<file path="src/core/acs_pkg.sv">
package acs_pkg;
    // ******************************
    // Register map
    // ******************************
    localparam logic [31:0] ADDR_CTRL = 32'h5000_1900;
    localparam logic [31:0] ADDR_TIM = 32'h5000_1902;
    localparam logic [31:0] ADDR_IVL = 32'h5000_1904;
    localparam logic [31:0] ADDR_OFFP = 32'h5000_1906;
    localparam logic [31:0] ADDR_OFFN = 32'h5000_1908;
    localparam logic [31:0] ADDR_CLR = 32'h5000_190A;
    localparam logic [31:0] ADDR_RES = 32'h5000_190C;

    // ******************************
    // Field positions
    // ******************************
    localparam int B_EN = 0;
    localparam int B_GO = 1;
    localparam int B_REP = 2;
    localparam int B_CLKSEL = 3;
    localparam int B_DONE = 4;
    localparam int B_MINT = 5;
    localparam int B_SE = 6;
    localparam int B_SIGN = 13;
    localparam int B_CHOP = 14;
    localparam int SEL_LO = 8;
    localparam int SEL_HI = 12;
    localparam int B_ATTN = 0;
    localparam int B_DMA = 3;
    localparam int B_RSVD = 4;
    localparam int AVG_LO = 5;
    localparam int AVG_HI = 7;
    localparam int WIN_LO = 8;
    localparam int WIN_HI = 11;
    localparam int CAP_LO = 12;
    localparam int CAP_HI = 15;
    localparam int DEL_LO = 0;
    localparam int DEL_HI = 7;
    localparam int IVL_LO = 8;
    localparam int IVL_HI = 15;

    // ******************************
    // Reset values and constants
    // ******************************
    localparam logic [15:0] RST_CTRL = 16'h0000;
    localparam logic [15:0] RST_TIM = 16'h0000;
    localparam logic [15:0] RST_IVL = 16'h0040;
    localparam logic [9:0] RST_OFF = 10'h200;
    localparam logic [15:0] RST_RES = 16'h0000;
    localparam logic [4:0] SEL_ATTN_A = 5'h07;
    localparam logic [4:0] SEL_ATTN_B = 5'h08;
    localparam int SMPL_UNIT = 32;
    localparam int PWR_UNIT = 32;
    localparam int DATA_W = 10;
    localparam int ACC_W = 17;
    localparam int EXTRA_BITS = 6;
    localparam logic [2:0] AVG_MAX = 3'h7;
    localparam real TICK_MS = 1.024;

    typedef enum logic [2:0] {
        ST_IDLE = 3'b000,
        ST_SAMPLE = 3'b001,
        ST_CONV = 3'b010,
        ST_CAPT = 3'b011,
        ST_GAP = 3'b100
    } acs_st_t;
endpackage : acs_pkg

</file>
<file path="src/core/acs_cnt.sv">
`timescale 1ns/1ps
module acs_cnt #(
    parameter int W = 8
) (
    input wire logic i_clk, // Converter clock
    input wire logic i_rst_n, // Sync reset, active low
    input wire logic i_load, // Load start value
    input wire logic [W-1:0] i_val, // Start value
    input wire logic i_step, // Count one step down
    output logic o_zero // Count has run out
);
    typedef struct packed {
        logic [W-1:0] cnt;
    } acs_cnt_t;

    acs_cnt_t s_q;
    acs_cnt_t s_d;

    always_comb begin
        s_d = s_q;
        if (i_load) begin
            s_d.cnt = i_val;
        end else if (i_step && s_q.cnt != '0) begin
            s_d.cnt = s_q.cnt - W'(1);
        end
    end

    always_ff @(posedge i_clk) begin
        if (!i_rst_n) begin
            s_q <= '0;
        end else begin
            s_q <= s_d;
        end
    end

    assign o_zero = (s_q.cnt == '0);
endmodule : acs_cnt

</file>
<file path="src/core/acs_seq.sv">
`timescale 1ns/1ps
module acs_seq (
    input wire logic i_clk, // Converter clock
    input wire logic i_rst_n, // Sync reset, active low
    input wire logic [31:0] i_addr, // Register address
    input wire logic [15:0] i_wdata, // Write data
    input wire logic i_wr, // Write strobe
    input wire logic i_rd, // Read strobe
    output logic [15:0] o_rdata, // Read data, cycle after
    input wire logic i_conv_done, // Core handshake, async
    input wire logic [9:0] i_conv_data, // Core sample value
    input wire logic i_tick, // 1.024ms reference, async
    output logic o_ldo_en, // Reference regulator on
    output logic o_adc_en, // Converter core enabled
    output logic o_clk_sel, // 0 internal, 1 digital
    output logic o_sample, // Sampling switch closed
    output logic o_start, // Start trigger pulse
    output logic o_sign, // Polarity swap to core
    output logic o_se, // Single-ended inputs
    output logic [4:0] o_sel, // Input select code
    output logic o_attn, // Input attenuator on
    output logic [9:0] o_offp, // Positive trim value
    output logic o_offp_en, // Positive trim applied
    output logic [9:0] o_offn, // Negative trim value
    output logic o_offn_en, // Negative trim applied
    output logic o_irq // Done request to controller
);
    typedef struct packed {
        logic [15:0] ctrl;
        logic [15:0] tim;
        logic [15:0] ivl;
        logic [9:0] offp;
        logic [9:0] offn;
        logic done;
        logic [15:0] result;
        logic [15:0] rdata;
        acs_pkg::acs_st_t st;
        logic [7:0] left;
        logic [acs_pkg::ACC_W-1:0] acc;
        logic sgn;
        logic pend;
        logic adc_on;
        logic [1:0] dsync;
        logic dprev;
        logic [1:0] tsync;
        logic tprev;
        logic start;
        logic sample;
        logic attn;
        logic offp_en;
        logic offn_en;
        logic irq;
    } acs_state_t;

    acs_state_t s_q;
    acs_state_t s_d;

    logic pwr_load;
    logic pwr_zero;
    logic [12:0] pwr_val;
    logic smp_load;
    logic smp_zero;
    logic [8:0] smp_val;
    logic gap_load;
    logic gap_zero;
    logic gap_step;

    // ******************************
    // Timers
    // ******************************
    acs_cnt #(.W(13)) u_pwr (
        .i_clk(i_clk),
        .i_rst_n(i_rst_n),
        .i_load(pwr_load),
        .i_val(pwr_val),
        .i_step(1'b1),
        .o_zero(pwr_zero)
    );

    acs_cnt #(.W(9)) u_smp (
        .i_clk(i_clk),
        .i_rst_n(i_rst_n),
        .i_load(smp_load),
        .i_val(smp_val),
        .i_step(1'b1),
        .o_zero(smp_zero)
    );

    acs_cnt #(.W(8)) u_gap (
        .i_clk(i_clk),
        .i_rst_n(i_rst_n),
        .i_load(gap_load),
        .i_val(s_q.ivl[acs_pkg::IVL_HI:acs_pkg::IVL_LO]),
        .i_step(gap_step),
        .o_zero(gap_zero)
    );

    // ******************************
    // Next state
    // ******************************
    always_comb begin
        logic en;
        logic chop;
        logic [2:0] avg;
        logic [2:0] lg;
        logic [3:0] win;
        logic [3:0] cap;
        logic [8:0] win_len;
        logic [7:0] nsmp;
        logic [acs_pkg::ACC_W-1:0] sum;
        logic store;
        logic begin_conv;
        logic [4:0] sel;
        s_d = s_q;
        en = s_q.ctrl[acs_pkg::B_EN];
        chop = s_q.ctrl[acs_pkg::B_CHOP];
        avg = s_q.tim[acs_pkg::AVG_HI:acs_pkg::AVG_LO];
        win = s_q.tim[acs_pkg::WIN_HI:acs_pkg::WIN_LO];
        cap = s_q.tim[acs_pkg::CAP_HI:acs_pkg::CAP_LO];
        sel = s_q.ctrl[acs_pkg::SEL_HI:acs_pkg::SEL_LO];
        pwr_load = 1'b0;
        smp_load = 1'b0;
        gap_load = 1'b0;
        store = 1'b0;
        begin_conv = 1'b0;
        smp_val = '0;
        win_len = (win == 4'h0) ? 9'h000
            : 9'(int'(win) * acs_pkg::SMPL_UNIT - 1);
        lg = (chop && avg == 3'h0) ? 3'h1 : avg;
        nsmp = 8'(1 << lg);
        pwr_val = 13'(int'(s_q.ivl[acs_pkg::DEL_HI:acs_pkg::DEL_LO])
            * acs_pkg::PWR_UNIT);
        sum = s_q.acc + acs_pkg::ACC_W'(i_conv_data);

        // Synchronisers for core handshake and tick
        s_d.dsync = {s_q.dsync[0], i_conv_done};
        s_d.dprev = s_q.dsync[1];
        s_d.tsync = {s_q.tsync[0], i_tick};
        s_d.tprev = s_q.tsync[1];
        gap_step = s_q.tsync[1] && !s_q.tprev;
        s_d.start = 1'b0;

        // Register writes
        if (i_wr) begin
            case (i_addr)
                acs_pkg::ADDR_CTRL: begin
                    s_d.ctrl = i_wdata;
                end
                acs_pkg::ADDR_TIM: begin
                    s_d.tim = i_wdata;
                    s_d.tim[acs_pkg::B_RSVD] = 1'b0;
                end
                acs_pkg::ADDR_IVL: begin
                    s_d.ivl = i_wdata;
                end
                acs_pkg::ADDR_OFFP: begin
                    s_d.offp = i_wdata[9:0];
                end
                acs_pkg::ADDR_OFFN: begin
                    s_d.offn = i_wdata[9:0];
                end
                acs_pkg::ADDR_CLR: begin
                    s_d.done = 1'b0;
                end
                default: begin
                end
            endcase
        end

        en = s_d.ctrl[acs_pkg::B_EN];
        if (!en) begin
            s_d.adc_on = 1'b0;
            s_d.pend = 1'b0;
        end else if (!s_q.adc_on && !s_q.pend) begin
            pwr_load = 1'b1;
            s_d.pend = 1'b1;
        end else if (s_q.pend && pwr_zero) begin
            s_d.pend = 1'b0;
            s_d.adc_on = 1'b1;
        end

        case (s_q.st)
            acs_pkg::ST_IDLE: begin
                begin_conv = s_q.ctrl[acs_pkg::B_GO] && s_q.adc_on;
            end
            acs_pkg::ST_SAMPLE: begin
                if (smp_zero) begin
                    s_d.sample = 1'b0;
                    s_d.start = 1'b1;
                    smp_load = (cap != 4'h0);
                    smp_val = 9'(cap);
                    s_d.st = acs_pkg::ST_CONV;
                end
            end
            acs_pkg::ST_CONV: begin
                s_d.st = acs_pkg::ST_CAPT;
            end
            acs_pkg::ST_CAPT: begin
                store = (cap == 4'h0) ? (s_q.dsync[1] && !s_q.dprev)
                    : smp_zero;
                if (store) begin
                    s_d.acc = sum;
                    s_d.left = s_q.left - 8'h01;
                    if (chop) begin
                        s_d.sgn = !s_q.sgn;
                    end
                    if (s_q.left == 8'h01) begin
                        if (lg == acs_pkg::AVG_MAX) begin
                            s_d.result = sum[16:1];
                        end else begin
                            s_d.result = 16'(sum << (acs_pkg::EXTRA_BITS
                                - int'(lg)));
                        end
                        s_d.done = 1'b1;
                        if (s_q.ctrl[acs_pkg::B_REP]) begin
                            gap_load = 1'b1;
                            s_d.st = acs_pkg::ST_GAP;
                        end else begin
                            s_d.ctrl[acs_pkg::B_GO] = 1'b0;
                            s_d.st = acs_pkg::ST_IDLE;
                        end
                    end else begin
                        smp_load = 1'b1;
                        smp_val = win_len;
                        s_d.sample = 1'b1;
                        s_d.st = acs_pkg::ST_SAMPLE;
                    end
                end
            end
            acs_pkg::ST_GAP: begin
                if (!s_q.ctrl[acs_pkg::B_REP]) begin
                    s_d.ctrl[acs_pkg::B_GO] = 1'b0;
                    s_d.st = acs_pkg::ST_IDLE;
                end else if (gap_zero) begin
                    begin_conv = 1'b1;
                end
            end
            default: begin
                s_d.st = acs_pkg::ST_IDLE;
            end
        endcase

        if (begin_conv) begin
            smp_load = 1'b1;
            smp_val = win_len;
            s_d.left = nsmp;
            s_d.acc = '0;
            s_d.sgn = s_q.ctrl[acs_pkg::B_SIGN];
            s_d.sample = 1'b1;
            s_d.st = acs_pkg::ST_SAMPLE;
        end

        // Disable aborts any conversion
        if (!en) begin
            s_d.st = acs_pkg::ST_IDLE;
            s_d.sample = 1'b0;
            s_d.start = 1'b0;
            s_d.ctrl[acs_pkg::B_GO] = 1'b0;
        end

        s_d.attn = s_d.tim[acs_pkg::B_ATTN]
            || sel == acs_pkg::SEL_ATTN_A
            || sel == acs_pkg::SEL_ATTN_B;
        s_d.offp_en = !s_q.ctrl[acs_pkg::B_SE] || !s_d.sgn;
        s_d.offn_en = !s_q.ctrl[acs_pkg::B_SE] || s_d.sgn;
        if (s_d.st == acs_pkg::ST_IDLE) begin
            s_d.sgn = s_d.ctrl[acs_pkg::B_SIGN];
        end
        s_d.irq = s_d.done && s_d.ctrl[acs_pkg::B_MINT];

        // Register reads, answer one cycle later
        s_d.rdata = 16'h0000;
        if (i_rd) begin
            case (i_addr)
                acs_pkg::ADDR_CTRL: begin
                    s_d.rdata = s_q.ctrl;
                    s_d.rdata[acs_pkg::B_DONE] = s_q.done;
                end
                acs_pkg::ADDR_TIM: begin
                    s_d.rdata = s_q.tim;
                    s_d.rdata[acs_pkg::B_ATTN] = s_q.attn;
                end
                acs_pkg::ADDR_IVL: begin
                    s_d.rdata = s_q.ivl;
                end
                acs_pkg::ADDR_OFFP: begin
                    s_d.rdata = {6'h00, s_q.offp};
                end
                acs_pkg::ADDR_OFFN: begin
                    s_d.rdata = {6'h00, s_q.offn};
                end
                acs_pkg::ADDR_RES: begin
                    s_d.rdata = s_q.result;
                end
                default: begin
                    s_d.rdata = 16'h0000;
                end
            endcase
        end
    end

    // ******************************
    // State register
    // ******************************
    always_ff @(posedge i_clk) begin
        if (!i_rst_n) begin
            s_q <= '0;
            s_q.ctrl <= acs_pkg::RST_CTRL;
            s_q.tim <= acs_pkg::RST_TIM;
            s_q.ivl <= acs_pkg::RST_IVL;
            s_q.offp <= acs_pkg::RST_OFF;
            s_q.offn <= acs_pkg::RST_OFF;
            s_q.result <= acs_pkg::RST_RES;
            s_q.st <= acs_pkg::ST_IDLE;
            s_q.offp_en <= 1'b1;
            s_q.offn_en <= 1'b1;
        end else begin
            s_q <= s_d;
        end
    end

    // ******************************
    // Outputs
    // ******************************
    assign o_rdata = s_q.rdata;
    assign o_ldo_en = s_q.ctrl[acs_pkg::B_EN];
    assign o_adc_en = s_q.adc_on;
    assign o_clk_sel = s_q.ctrl[acs_pkg::B_CLKSEL];
    assign o_sample = s_q.sample;
    assign o_start = s_q.start;
    assign o_sign = s_q.sgn;
    assign o_se = s_q.ctrl[acs_pkg::B_SE];
    assign o_sel = s_q.ctrl[acs_pkg::SEL_HI:acs_pkg::SEL_LO];
    assign o_attn = s_q.attn;
    assign o_offp = s_q.offp;
    assign o_offp_en = s_q.offp_en;
    assign o_offn = s_q.offn;
    assign o_offn_en = s_q.offn_en;
    assign o_irq = s_q.irq;
endmodule : acs_seq

</file>
<file path="config.mk">
export PLATFORM = sky130hd
export DESIGN_NAME = acs_seq
export DESIGN_NICKNAME = d
export VERILOG_FILES = /design/src/core/acs_pkg.sv /design/src/core/acs_cnt.sv /design/src/core/acs_seq.sv
export SDC_FILE = /design/constraint.sdc
export NUM_CORES = 1
export LEC_CHECK = 0
export ABC_AREA = 1
export BUFFER_PORTS_ARGS = -buffer_cell sky130_fd_sc_hd__buf_2
export CAP_MARGIN = 20
export CORE_UTILIZATION = 48
export CTS_CLUSTER_SIZE = 25
export DETAILED_ROUTE_END_ITERATION = 16
export GPL_ROUTABILITY_DRIVEN = 0
export PLACE_DENSITY = 0.75
export SLEW_MARGIN = 10
export SYNTH_ARGS = -nofsm -noshare
export SYNTH_HDL_FRONTEND = slang
export SYNTH_SLANG_ARGS = --single-unit
</file>
<file path="constraint.sdc">
create_clock -name i_clk -period 6.2 [get_ports i_clk]
set_clock_uncertainty 0.05 [all_clocks]
set_input_delay 0.62 -clock i_clk [delete_from_list [all_inputs] [get_ports i_clk]]
set_output_delay 0.62 -clock i_clk [all_outputs]
set_load 0.005 [all_outputs]
</file>
==> results of run 1 <==
-- layout make-up --
cell class	count	share of cell area, %
Sequential cell	172	31.5
Tap cell	270	3.09
Inverter	187	6.59
Multi-Input combinational cell	969	47.7
Clock buffer	18	4.02
Timing Repair Buffer	119	5.61
Clock inverter	14	1.41
-- per-stage QoR --
stage               cells  hold WS [ns]
floorplan            1415         0.340
global placement     1716         0.350
detailed placement   1716         0.358
CTS                  1748         0.328
global route         1749         0.334
finish               1749         0.323
-- sequential cells by signal (all words and copies together) (netlist names), 4 cells and up --
signal,count
s_q,86
u_gap.s_q,8
o_rdata,16
o_sel,5
o_offp,10
u_smp.s_q,9
s_d,4
u_pwr.s_q,13
o_offn,10
-- cell families after synthesis --
kind of cell	count (synthesis)	share of synthesized area [%]
and+or+nand+nor	595	28.9
DFF	172	34.5
AOI/OAI and AO/OA	326	18.3
xor gates and xnor gates	29	2.55
buffers and inverters	274	13.3
adders and majority gates	19	2.46
-- tightest hold or removal path: stages --
cell     delay [ns]
buf_2          0.08
nand2_1        0.04
inv_1          0.04
-- how the worst max path moves through the flow --
stage	from	end	slack, ns
global placement	i_addr[0]	o_rdata[4]	3.20
floorplan	i_conv_data[0]	s_q[70]	3.71
CTS	u_smp.s_q[0]	u_gap.s_q[3]	3.42
global route	u_smp.s_q[0]	u_gap.s_q[3]	3.07
finish	u_smp.s_q[0]	u_gap.s_q[3]	3.42
detailed placement	i_addr[4]	s_q[118]	3.07
-- power by group --
| group | internal, mW | total (mW) | switching, mW |
|---|---|---|---|
| clock network | 0.549 | 1.07 | 0.525 |
| registers | 1.17 | 1.21 | 0.0446 |
| logic | 0.228 | 0.558 | 0.330 |
-- placed cells by master (no fill, tap or decap), types with 9 or more instances in the layout --
cell type and n:
a21oi_1 131, a31oi_1 10, buf_2 115, clkbuf_16 17, dfxtp_1 172, ha_1 18
inv_1 167, inv_2 13, nand2_1 254, nand3_1 106, nand4_1 15, nor2_1 130
nor2_4 9, nor3_1 18, o211ai_1 11, o21ai_0 112, o21ai_1 22, o22ai_1 9
xnor2_1 11, xor2_1 18
-- per-layer routing --
layer,share of wire [%],GRT usage [%]
met1,44,33.5
met2,47,42.1
met3,6.9,4.69
met4,3.0,10.6
met5,0,0
==> summary.txt, run 1 <==
Finish
  – Fin nets: 1549
  – Fill cells: 1938
  – Reg area: 3440 um2
  – Share of layout cells above drive strength 1: 16.2%
  – Final instance area: 10900 um2
  – Post-layout util: 53.8%
  – Area Overhead vs Synth: 9.48%
  – Antenna cells: 0
  – Multi-input logic area: 5210 um2

Job
  – Maxcap violations: 0

GRT
  – First-pass GRT wire length: 44400 um
  – GR Overflow Total: 0
  – Largest net degree at the start of global routing: 54
  – Overall Global Routing Usage: 25.8%
  – Initial antenna violation count: 0
  – Number of global-route vias before repair: 8890

CTS
  – Worst-path clk slew: 0.08 ns
  – # resized after CTS: 0
  – Worst-skew pair later-pin latency: 0.44 ns
  – Post CTS Setup Buffer Count: 0
  – H-tree depth: 4
  – CTS buffer count: 17
  – Hold-fix buffers, CTS: 0
  – Clk buf depth: 2
  – Sink Count: 172
  – TritonCTS clock tree: yes
  – Clk Tree Root Cell: clkbuf_16

STA
  – Post-Route Setup TNS: 0 ns
  – Worst setup margin: 3.42 ns
  – RSZ-0062 raised after global routing: false
  – Setup-failing EPs final: 0
  – Highest Clock Rate: 360 MHz
  – Final Hold Fails: 0
  – Slew headroom: 36.1%
  – Crit path time final: 2.78 ns
  – Actual slew at the worst max-slew pin: 0.953 ns
  – Fin crit share: 44.8%
  – Max Transition Viols Final: 0

Drt
  – Post-DRT Antenna Nets: 0
  – # DRC: 0
  – DR iter-0 viols: 851
  – Via count: 9531
  – Routed wire length: 27500 um
  – Vias per cell: 5.45
  – Router iterations before antenna repair: 6
  – WL/cell: 15.7 um

Min path
  – Hold Path Class: primary input to flop
  – WHS Path Cells: 3
  – HP Start: i_conv_done
  – Hold Path End: s_d[11]

Synthesis
  – Synth Warn #: 0
  – Top cells by area, synth: dfxtp_1 (35%), nand2_1 (9.6%), a21oi_1 (6.6%), inv_1 (6.3%), o21ai_0 (5.6%)
  – Post-synth EDFFs: 0
  – Synth area leader: dfxtp_1
  – Ys async rst share: 0%
  – Post-Syn Instances: 1415
  – Top cells by count, synth: nand2_1 (254), dfxtp_1 (172), inv_1 (167), a21oi_1 (131), nor2_1 (130)
  – Mapped Avg Cell Area: 7.05 um2
  – Yosys cell types: 64
  – Dominant synthesized flop cell: dfxtp_1
  – Seq/Total Area, Yosys: 34.5%
  – Net Count, Synth: 1498
  – Most frequent cell after synthesis: nand2_1
  – Synth top area share: 34.5%
  – Synthesized cell area: 9970 um2
  – Yosys reg bits: 172

Worst setup path
  – CP bufs+invs: 2
  – R2r setup slk: 3.42 ns
  – Reg2reg start: u_smp.s_q[0]
  – Worst EP required: 6.52 ns
  – Worst-path cell chain: inv_1, ha_1, inv_1, nor3_2, nand3_2, nand2_1, nand2_2, nor3_2, nand2_2, o21ai_0, o21ai_1, a21oi_1
  – CP arrival: 3.10 ns
  – Kind of end point of the critical path: flop
  – Worst path slowest cell: nor3_2
  – Crit Path Category: flop to flop
  – FF-to-FF End: u_gap.s_q[3]
  – Largest fanout on the critical path: 14
  – Worst Setup Start Kind: flop
  – Cell depth of the worst setup path: 12
  – R2R depth: 12
  – CP top delay family: simple AND/OR/NAND/NOR gates
  – Crit path largest cell delay: 0.71 ns

Die
  – Boundary pin count: 116
  – Initial Utilization: 49.1%
  – Die area: 21400 um2
  – Std cell rows: 52
  – Die Height: 146 um
  – CORE AREA: 20300 um2
  – Chip width: 146 um

Pwr
  – Leak pwr: 5.02 nW
  – VDD IR-drop max: 202 uV
  – Overall Power: 2.84 mW
  – Pwr per Cell Area: 260 nW/um2

Placed design
  – Port buffer count: 115
  – Post-placement worst setup slack: 3.07 ns
  – DP HPWL: 20300 um
  – Post-Place Cell Area: 10300 um2

Status
  – Status: complete, no violations
Note: power is estimated with default switching activity, not from simulation.
==> inputs of run 2 (changes only) <==
Clock period 6.2 ns to 2.85 ns, I/O delays scaled along.
==> run 2 against run 1 <==
Against the previous run:
- setup slack worse by 3.1 ns
- die area stayed put
- sequential share of layout area is 0.31 points lower
- sequential power is 120% higher
- critical path depth is 1 lower
- power is 120% higher
- non-clock buffer count is 14 higher
- cell count is 0.80% higher
- global-route usage hardly changed
- register-to-register slack worse by 3.1 ns
- largest cell class unchanged
- largest power group unchanged
==> summary.txt, run 2 (synthesized netlist as in run 1, its figures left out) <==
Status
  – Status: complete, no violations

GRT
  – Global route hottest layer: met2
  – Met1 Use GR: 32.8% (-0.66 points)
  – Met3 Usage GRT: 4.41% (-0.28 points)
  – Initial antenna violation count: 0 (unchanged)
  – Largest net degree at the start of global routing: 96 (+78%)
  – Overall Global Routing Usage: 25.8% (about the same)
  – First-pass GRT wire length: 44100 um (-0.50%)
  – M2 GR Usage: 42.5% (+0.40 points)
  – Number of global-route vias before repair: 8941 (+0.57%)
  – GR Overflow Total: 0 (unchanged)

Min path
  – Hold Path Class: primary input to flop
  – HP Start: i_tick

CTS
  – H-tree depth: 4 (unchanged)
  – Worst-skew pair later-pin latency: 0.44 ns (about the same)
  – Clk buf depth: 2 (unchanged)
  – CTS buffer count: 17 (unchanged)
  – Sink Count: 172 (unchanged)
  – # resized after CTS: 0 (unchanged)
  – Clk Tree Root Cell: clkbuf_16
  – Worst-path clk slew: 0.07 ns (about the same)
  – TritonCTS clock tree: yes

Placed design
  – DP HPWL: 20300 um (about the same)
  – Port buffer count: 115 (unchanged)
  – Placed instance count: 1730 (+0.82%)

STA
  – Setup-failing EPs final: 0 (unchanged)
  – Post-Route Setup TNS: 0 ns (unchanged)
  – Fin crit share: 87.8% (+43 points)
  – Final Hold Fails: 0 (unchanged)
  – Crit path time final: 2.50 ns (-0.273 ns)
  – RSZ-0062 raised after global routing: false
  – Actual slew at the worst max-slew pin: 0.815 ns (-0.138 ns)
  – Max Transition Viols Final: 0 (unchanged)
  – Highest Clock Rate: 400 MHz (+11%)
  – Slew headroom: 45.2% (+9.1 points)

Worst setup path
  – CP startpoint: s_q[119]
  – Worst EP required: 3.13 ns (-3.39 ns)
  – Worst path slowest cell: dfxtp_1
  – Reg2reg start: s_q[119]
  – Largest fanout on the critical path: 34 (+20)
  – Crit path largest cell delay: 0.57 ns (-0.14 ns)
  – Worst Setup Start Kind: flop
  – Crit path top cell by count: nor2_1
  – CP top delay family: simple AND/OR/NAND/NOR gates
  – CP arrival: 2.78 ns (-0.32 ns)
  – Kind of end point of the critical path: flop
  – CP bufs+invs: 2 (unchanged)
  – Worst-path cell chain: clkinv_4, nor2_8, inv_2, nand2_1, nor2_1, a31oi_1, nor2_1, a31oi_1, nand2_1, a21oi_1, nor2_1
  – Crit Path Category: flop to flop

Finish
  – Largest Register: s_q
  – Fin cells: 1763 (+0.80%)
  – Fill cells: 1951 (+0.67%)
  – Max reg flops: 86 (unchanged)
  – Reg area: 3440 um2 (unchanged)
  – Commonest non-fill, non-tap cell in the layout: nand2_1
  – Commonest non-fill, non-tap cells in the layout: nand2_1 (254), dfxtp_1 (172), inv_1 (167)
  – Antenna cells: 0 (unchanged)
  – Fin nets: 1563 (+0.90%)
  – Multi-input logic area: 5210 um2 (-0.12%)
  – Area Overhead vs Synth: 10.6%
  – Post-layout util: 54.3% (+0.53 points)
  – Share of layout cells above drive strength 1: 16.8% (+0.58 points)

Die
  – Boundary pin count: 116 (unchanged)
  – CORE AREA: 20300 um2 (unchanged)
  – Die area: 21400 um2 (unchanged)
  – Std cell rows: 52 (unchanged)
  – Die Height: 146 um (unchanged)
  – Chip width: 146 um (unchanged)
  – Initial Utilization: 49.1% (unchanged)

Pwr
  – Leak pwr: 5.10 nW (+1.5%)
  – Pwr per Cell Area: 561 nW/um2 (+120%)
  – VDD IR-drop max: 402 uV (+99%)
  – Overall Power: 6.19 mW (+120%)

Drt
  – DR iter-0 viols: 929 (+9.2%)
  – Vias per cell: 5.45 (about the same)
  – # DRC: 0 (unchanged)
  – Routed wire length: 27500 um (about the same)
  – Post-DRT Antenna Nets: 0 (unchanged)
  – WL/cell: 15.6 um (-0.86%)
  – Router iterations before antenna repair: 5 (-1)
  – Via count: 9600 (+0.72%)

Job
  – Maxcap violations: 0 (unchanged)
==> run 2: changes by cell type in the layout (fill, tap and decap cells not counted), moves of 2 or more <==
cell      change
buf_4        +12
inv_6         +4
clkinv_8      -3
inv_8         -3
buf_12        +2
==> run 2: power by group <==
part / switching [mW] / internal (mW)
combinational: 0.713 / 0.506
sequential: 0.101 / 2.54
clock: 1.05 / 1.28
==> run 2: final timing paths <==
path	to	slack [ns]	depth (start not counted)
min reg2reg	s_d[9]	0.37	2
max	s_q[63]	0.35	11
max reg2reg	s_q[63]	0.35	11
min	s_d[8]	0.03	3
==> run 2: timing repair <==
action | CTS | global route
hold buffers | 1 | 0
setup buffers | 0 | 0
endpoints found under the setup margin | 0 | 0
endpoints found under the hold margin | 1 | 0
==> run 2: area by class of cell <==
type / count / area share, %
multi-input combinational: 969 / 47.2
clock inverter: 12 / 1.13
timing repair buffer: 133 / 6.69
inverter: 187 / 6.52
clock buffer: 20 / 4.14
sequential: 172 / 31.2
tap: 270 / 3.06
==> run 2: routing by layer <==
metal  vias up  part of all wire (%)
met5         -                     0
met4         0                   3.9
met3        84                   5.8
met2       361                    46
met1      4412                    44
li1       4743                     -
==> run 2: per-stage QoR <==
stage	setup slack [ns]	area (um2)	hold WS [ns]
after floorplan	0.674	9970	0.333
after global placement	0.443	10400	0.350
after detailed placement	0.364	10400	0.352
after CTS	0.389	11000	0.0280
after global routing	0.131	11000	0.0406
final	0.347	11000	0.0328
==> run 2: tightest hold or removal path, cell delays in order <==
cell and delay [ns]:
buf_2 0.10, nand2_1 0.06, inv_1 0.05
==> inputs of run 3 (changes only) <==
Settings changed: BUFFER_PORTS_ARGS -buffer_cell sky130_fd_sc_hd__buf_2 to -buffer_cell sky130_fd_sc_hd__buf_4.
==> run 3 against run 2 <==
Against the previous run:
- sequential share of layout area down 0.81 points
- via count hardly changed
- fmax increased by 1.8%
- clock-buffer cell count shrank 2
==> summary.txt, run 3 (synthesized netlist as in run 1, its figures left out) <==
Status
  – Status: complete, no violations

CTS
  – CTS buffer count: 17 (unchanged)
  – Worst-path clk slew: 0.07 ns (about the same)
  – Clk buf depth: 2 (unchanged)
  – TritonCTS clock tree: yes
  – Post CTS Setup Buffer Count: 0 (unchanged)
  – Clk Tree Root Cell: clkbuf_16
  – # resized after CTS: 0 (unchanged)
  – H-tree depth: 4 (unchanged)
  – Sink Count: 172 (unchanged)
  – Worst-skew pair later-pin latency: 0.44 ns (about the same)

GRT
  – Met3 Usage GRT: 3.22% (-1.2 points)
  – Met1 Use GR: 34.4% (+1.5 points)
  – M2 GR Usage: 42.6% (+0.071 points)
  – Initial antenna violation count: 0 (unchanged)
  – Number of global-route vias before repair: 8859 (-0.92%)
  – Largest net degree at the start of global routing: 50 (-48%)
  – GR Overflow Total: 0 (unchanged)
  – Overall Global Routing Usage: 25.9% (+0.12 points)
  – First-pass GRT wire length: 44300 um (+0.47%)
  – Global route hottest layer: met2

Finish
  – Commonest non-fill, non-tap cells in the layout: nand2_1 (254), dfxtp_1 (172), inv_1 (167)
  – Fill cells: 1931 (-1.0%)
  – Final instance area: 11300 um2 (+2.7%)
  – Antenna cells: 0 (unchanged)
  – Multi-input logic area: 5210 um2 (unchanged)
  – Share of layout cells above drive strength 1: 16.9% (+0.044 points)
  – Fin nets: 1565 (+0.13%)
  – Largest Register: s_q
  – Area Overhead vs Synth: 13.5%
  – Post-layout util: 55.8% (+1.4 points)
  – Reg area: 3440 um2 (unchanged)
  – Max reg flops: 86 (unchanged)
  – Commonest non-fill, non-tap cell in the layout: nand2_1

STA
  – RSZ-0062 raised after global routing: false
  – Actual slew at the worst max-slew pin: 0.714 ns (-0.101 ns)
  – Final Hold Fails: 0 (unchanged)
  – Crit path time final: 2.46 ns (-0.0435 ns)
  – Fin crit share: 86.3% (-1.5 points)
  – Post-Route Setup TNS: 0 ns (unchanged)
  – Slew headroom: 52.3% (+7.1 points)
  – Setup-failing EPs final: 0 (unchanged)
  – Highest Clock Rate: 407 MHz (+1.8%)
  – Max Transition Viols Final: 0 (unchanged)

Placed design
  – Port buffer count: 115 (unchanged)
  – Post-Place Cell Area: 10700 um2 (+2.7%)
  – DP HPWL: 20600 um (+1.5%)

Drt
  – Via count: 9607 (+0.073%)
  – # DRC: 0 (unchanged)
  – DR iter-0 viols: 766 (-18%)
  – Post-DRT Antenna Nets: 0 (unchanged)
  – Vias per cell: 5.44 (about the same)
  – Router iterations before antenna repair: 5 (unchanged)
  – Routed wire length: 27500 um (+0.15%)
  – WL/cell: 15.6 um (about the same)

Pwr
  – VDD IR-drop max: 402 uV (about the same)
  – Pwr per Cell Area: 552 nW/um2 (-1.6%)
  – Leak pwr: 5.17 nW (+1.3%)

Die
  – Chip width: 146 um (unchanged)
  – Initial Utilization: 49.1% (unchanged)
  – CORE AREA: 20300 um2 (unchanged)
  – Die area: 21400 um2 (unchanged)
  – Boundary pin count: 116 (unchanged)
  – Die Height: 146 um (unchanged)
  – Std cell rows: 52 (unchanged)

Worst setup path
  – Worst EP required: 3.13 ns (about the same)
  – Worst Setup Start Kind: flop
  – Crit path top cell by count: nand2_1
  – CP top delay family: simple AND/OR/NAND/NOR gates
  – Crit path largest cell delay: 0.40 ns (-0.17 ns)
  – Worst-path cell chain: ha_1, inv_1, fa_1, inv_1, nand3_1, nand2_1, nand2_1, nand2_1, nand2_1, nand2_1, nor2_1, nand2_1, nand3_1, and2_1, nand2_1, o21ai_1, o21a_1
  – Crit Path Category: flop to flop
  – Kind of end point of the critical path: flop
  – Worst path slowest cell: fa_1
  – CP arrival: 2.74 ns (-0.04 ns)
  – CP bufs+invs: 2 (unchanged)
  – Largest fanout on the critical path: 4 (-88%)

Min path
  – Hold Path Class: primary input to flop

Job
  – Maxcap violations: 0 (unchanged)
-- run 3: worst paths after layout --
path	start	to	slack, ns	cells past startpoint
worst max-delay path	s_q[15]	s_q[70]	0.39	17
worst min-delay path	i_wdata[6]	s_q[102]	0.05	3
worst max register to register	s_q[15]	s_q[70]	0.39	17
worst min register to register	s_d[9]	s_q[9]	0.38	2
-- run 3: area by class of cell --
cell class	instances	area share, %
clock inverter	14	1.36
tap	270	2.98
clock buffer	18	3.79
sequential	172	30.4
multi-input combinational	969	46.0
timing repair buffer	135	9.11
inverter	187	6.35
-- run 3: what timing repair did --
item	CTS	global route
setup endpoints to repair	0	0
endpoints found under the hold margin	2	0
hold buffers	2	0
-- run 3: metal layers --
layer  routed length (um)  share of wire (%)  up-vias
li1                     -                  -     4768
met1                12200                 44     4420
met2                13000                 47      361
met3                 1550                5.6       58
met4                  738                2.7        0
met5                    0                  0        -
-- run 3: worst reg2reg max path, cell delays in order (launching register included) --
cell	delay, ns
dfxtp_1	0.33
ha_1	0.20
inv_1	0.07
fa_1	0.40
inv_1	0.09
nand3_1	0.07
nand2_1	0.15
nand2_1	0.10
nand2_1	0.07
nand2_1	0.06
nand2_1	0.11
nor2_1	0.07
nand2_1	0.08
nand3_1	0.07
and2_1	0.15
nand2_1	0.05
o21ai_1	0.06
o21a_1	0.17
-- run 3: metrics by stage --
stage          power, mW  setup slack (ns)  hold slack, ns  std cells
6_report            6.25             0.391          0.0501       1765
2_1_floorplan       3.61             0.674           0.333       1415
5_1_grt             6.56             0.149          0.0604       1765
4_1_cts             6.27             0.408          0.0438       1765
3_3_place_gp        3.89             0.451           0.350       1731
3_5_place_dp        3.93             0.424           0.358       1731
-- run 3: power breakdown --
part / total (mW) / switching [mW] / internal (mW) / leakage [nW]
registers: 2.64 / 0.0990 / 2.54 / 1.39
clock network: 2.35 / 1.04 / 1.31 / 0.289
logic: 1.26 / 0.718 / 0.539 / 3.48
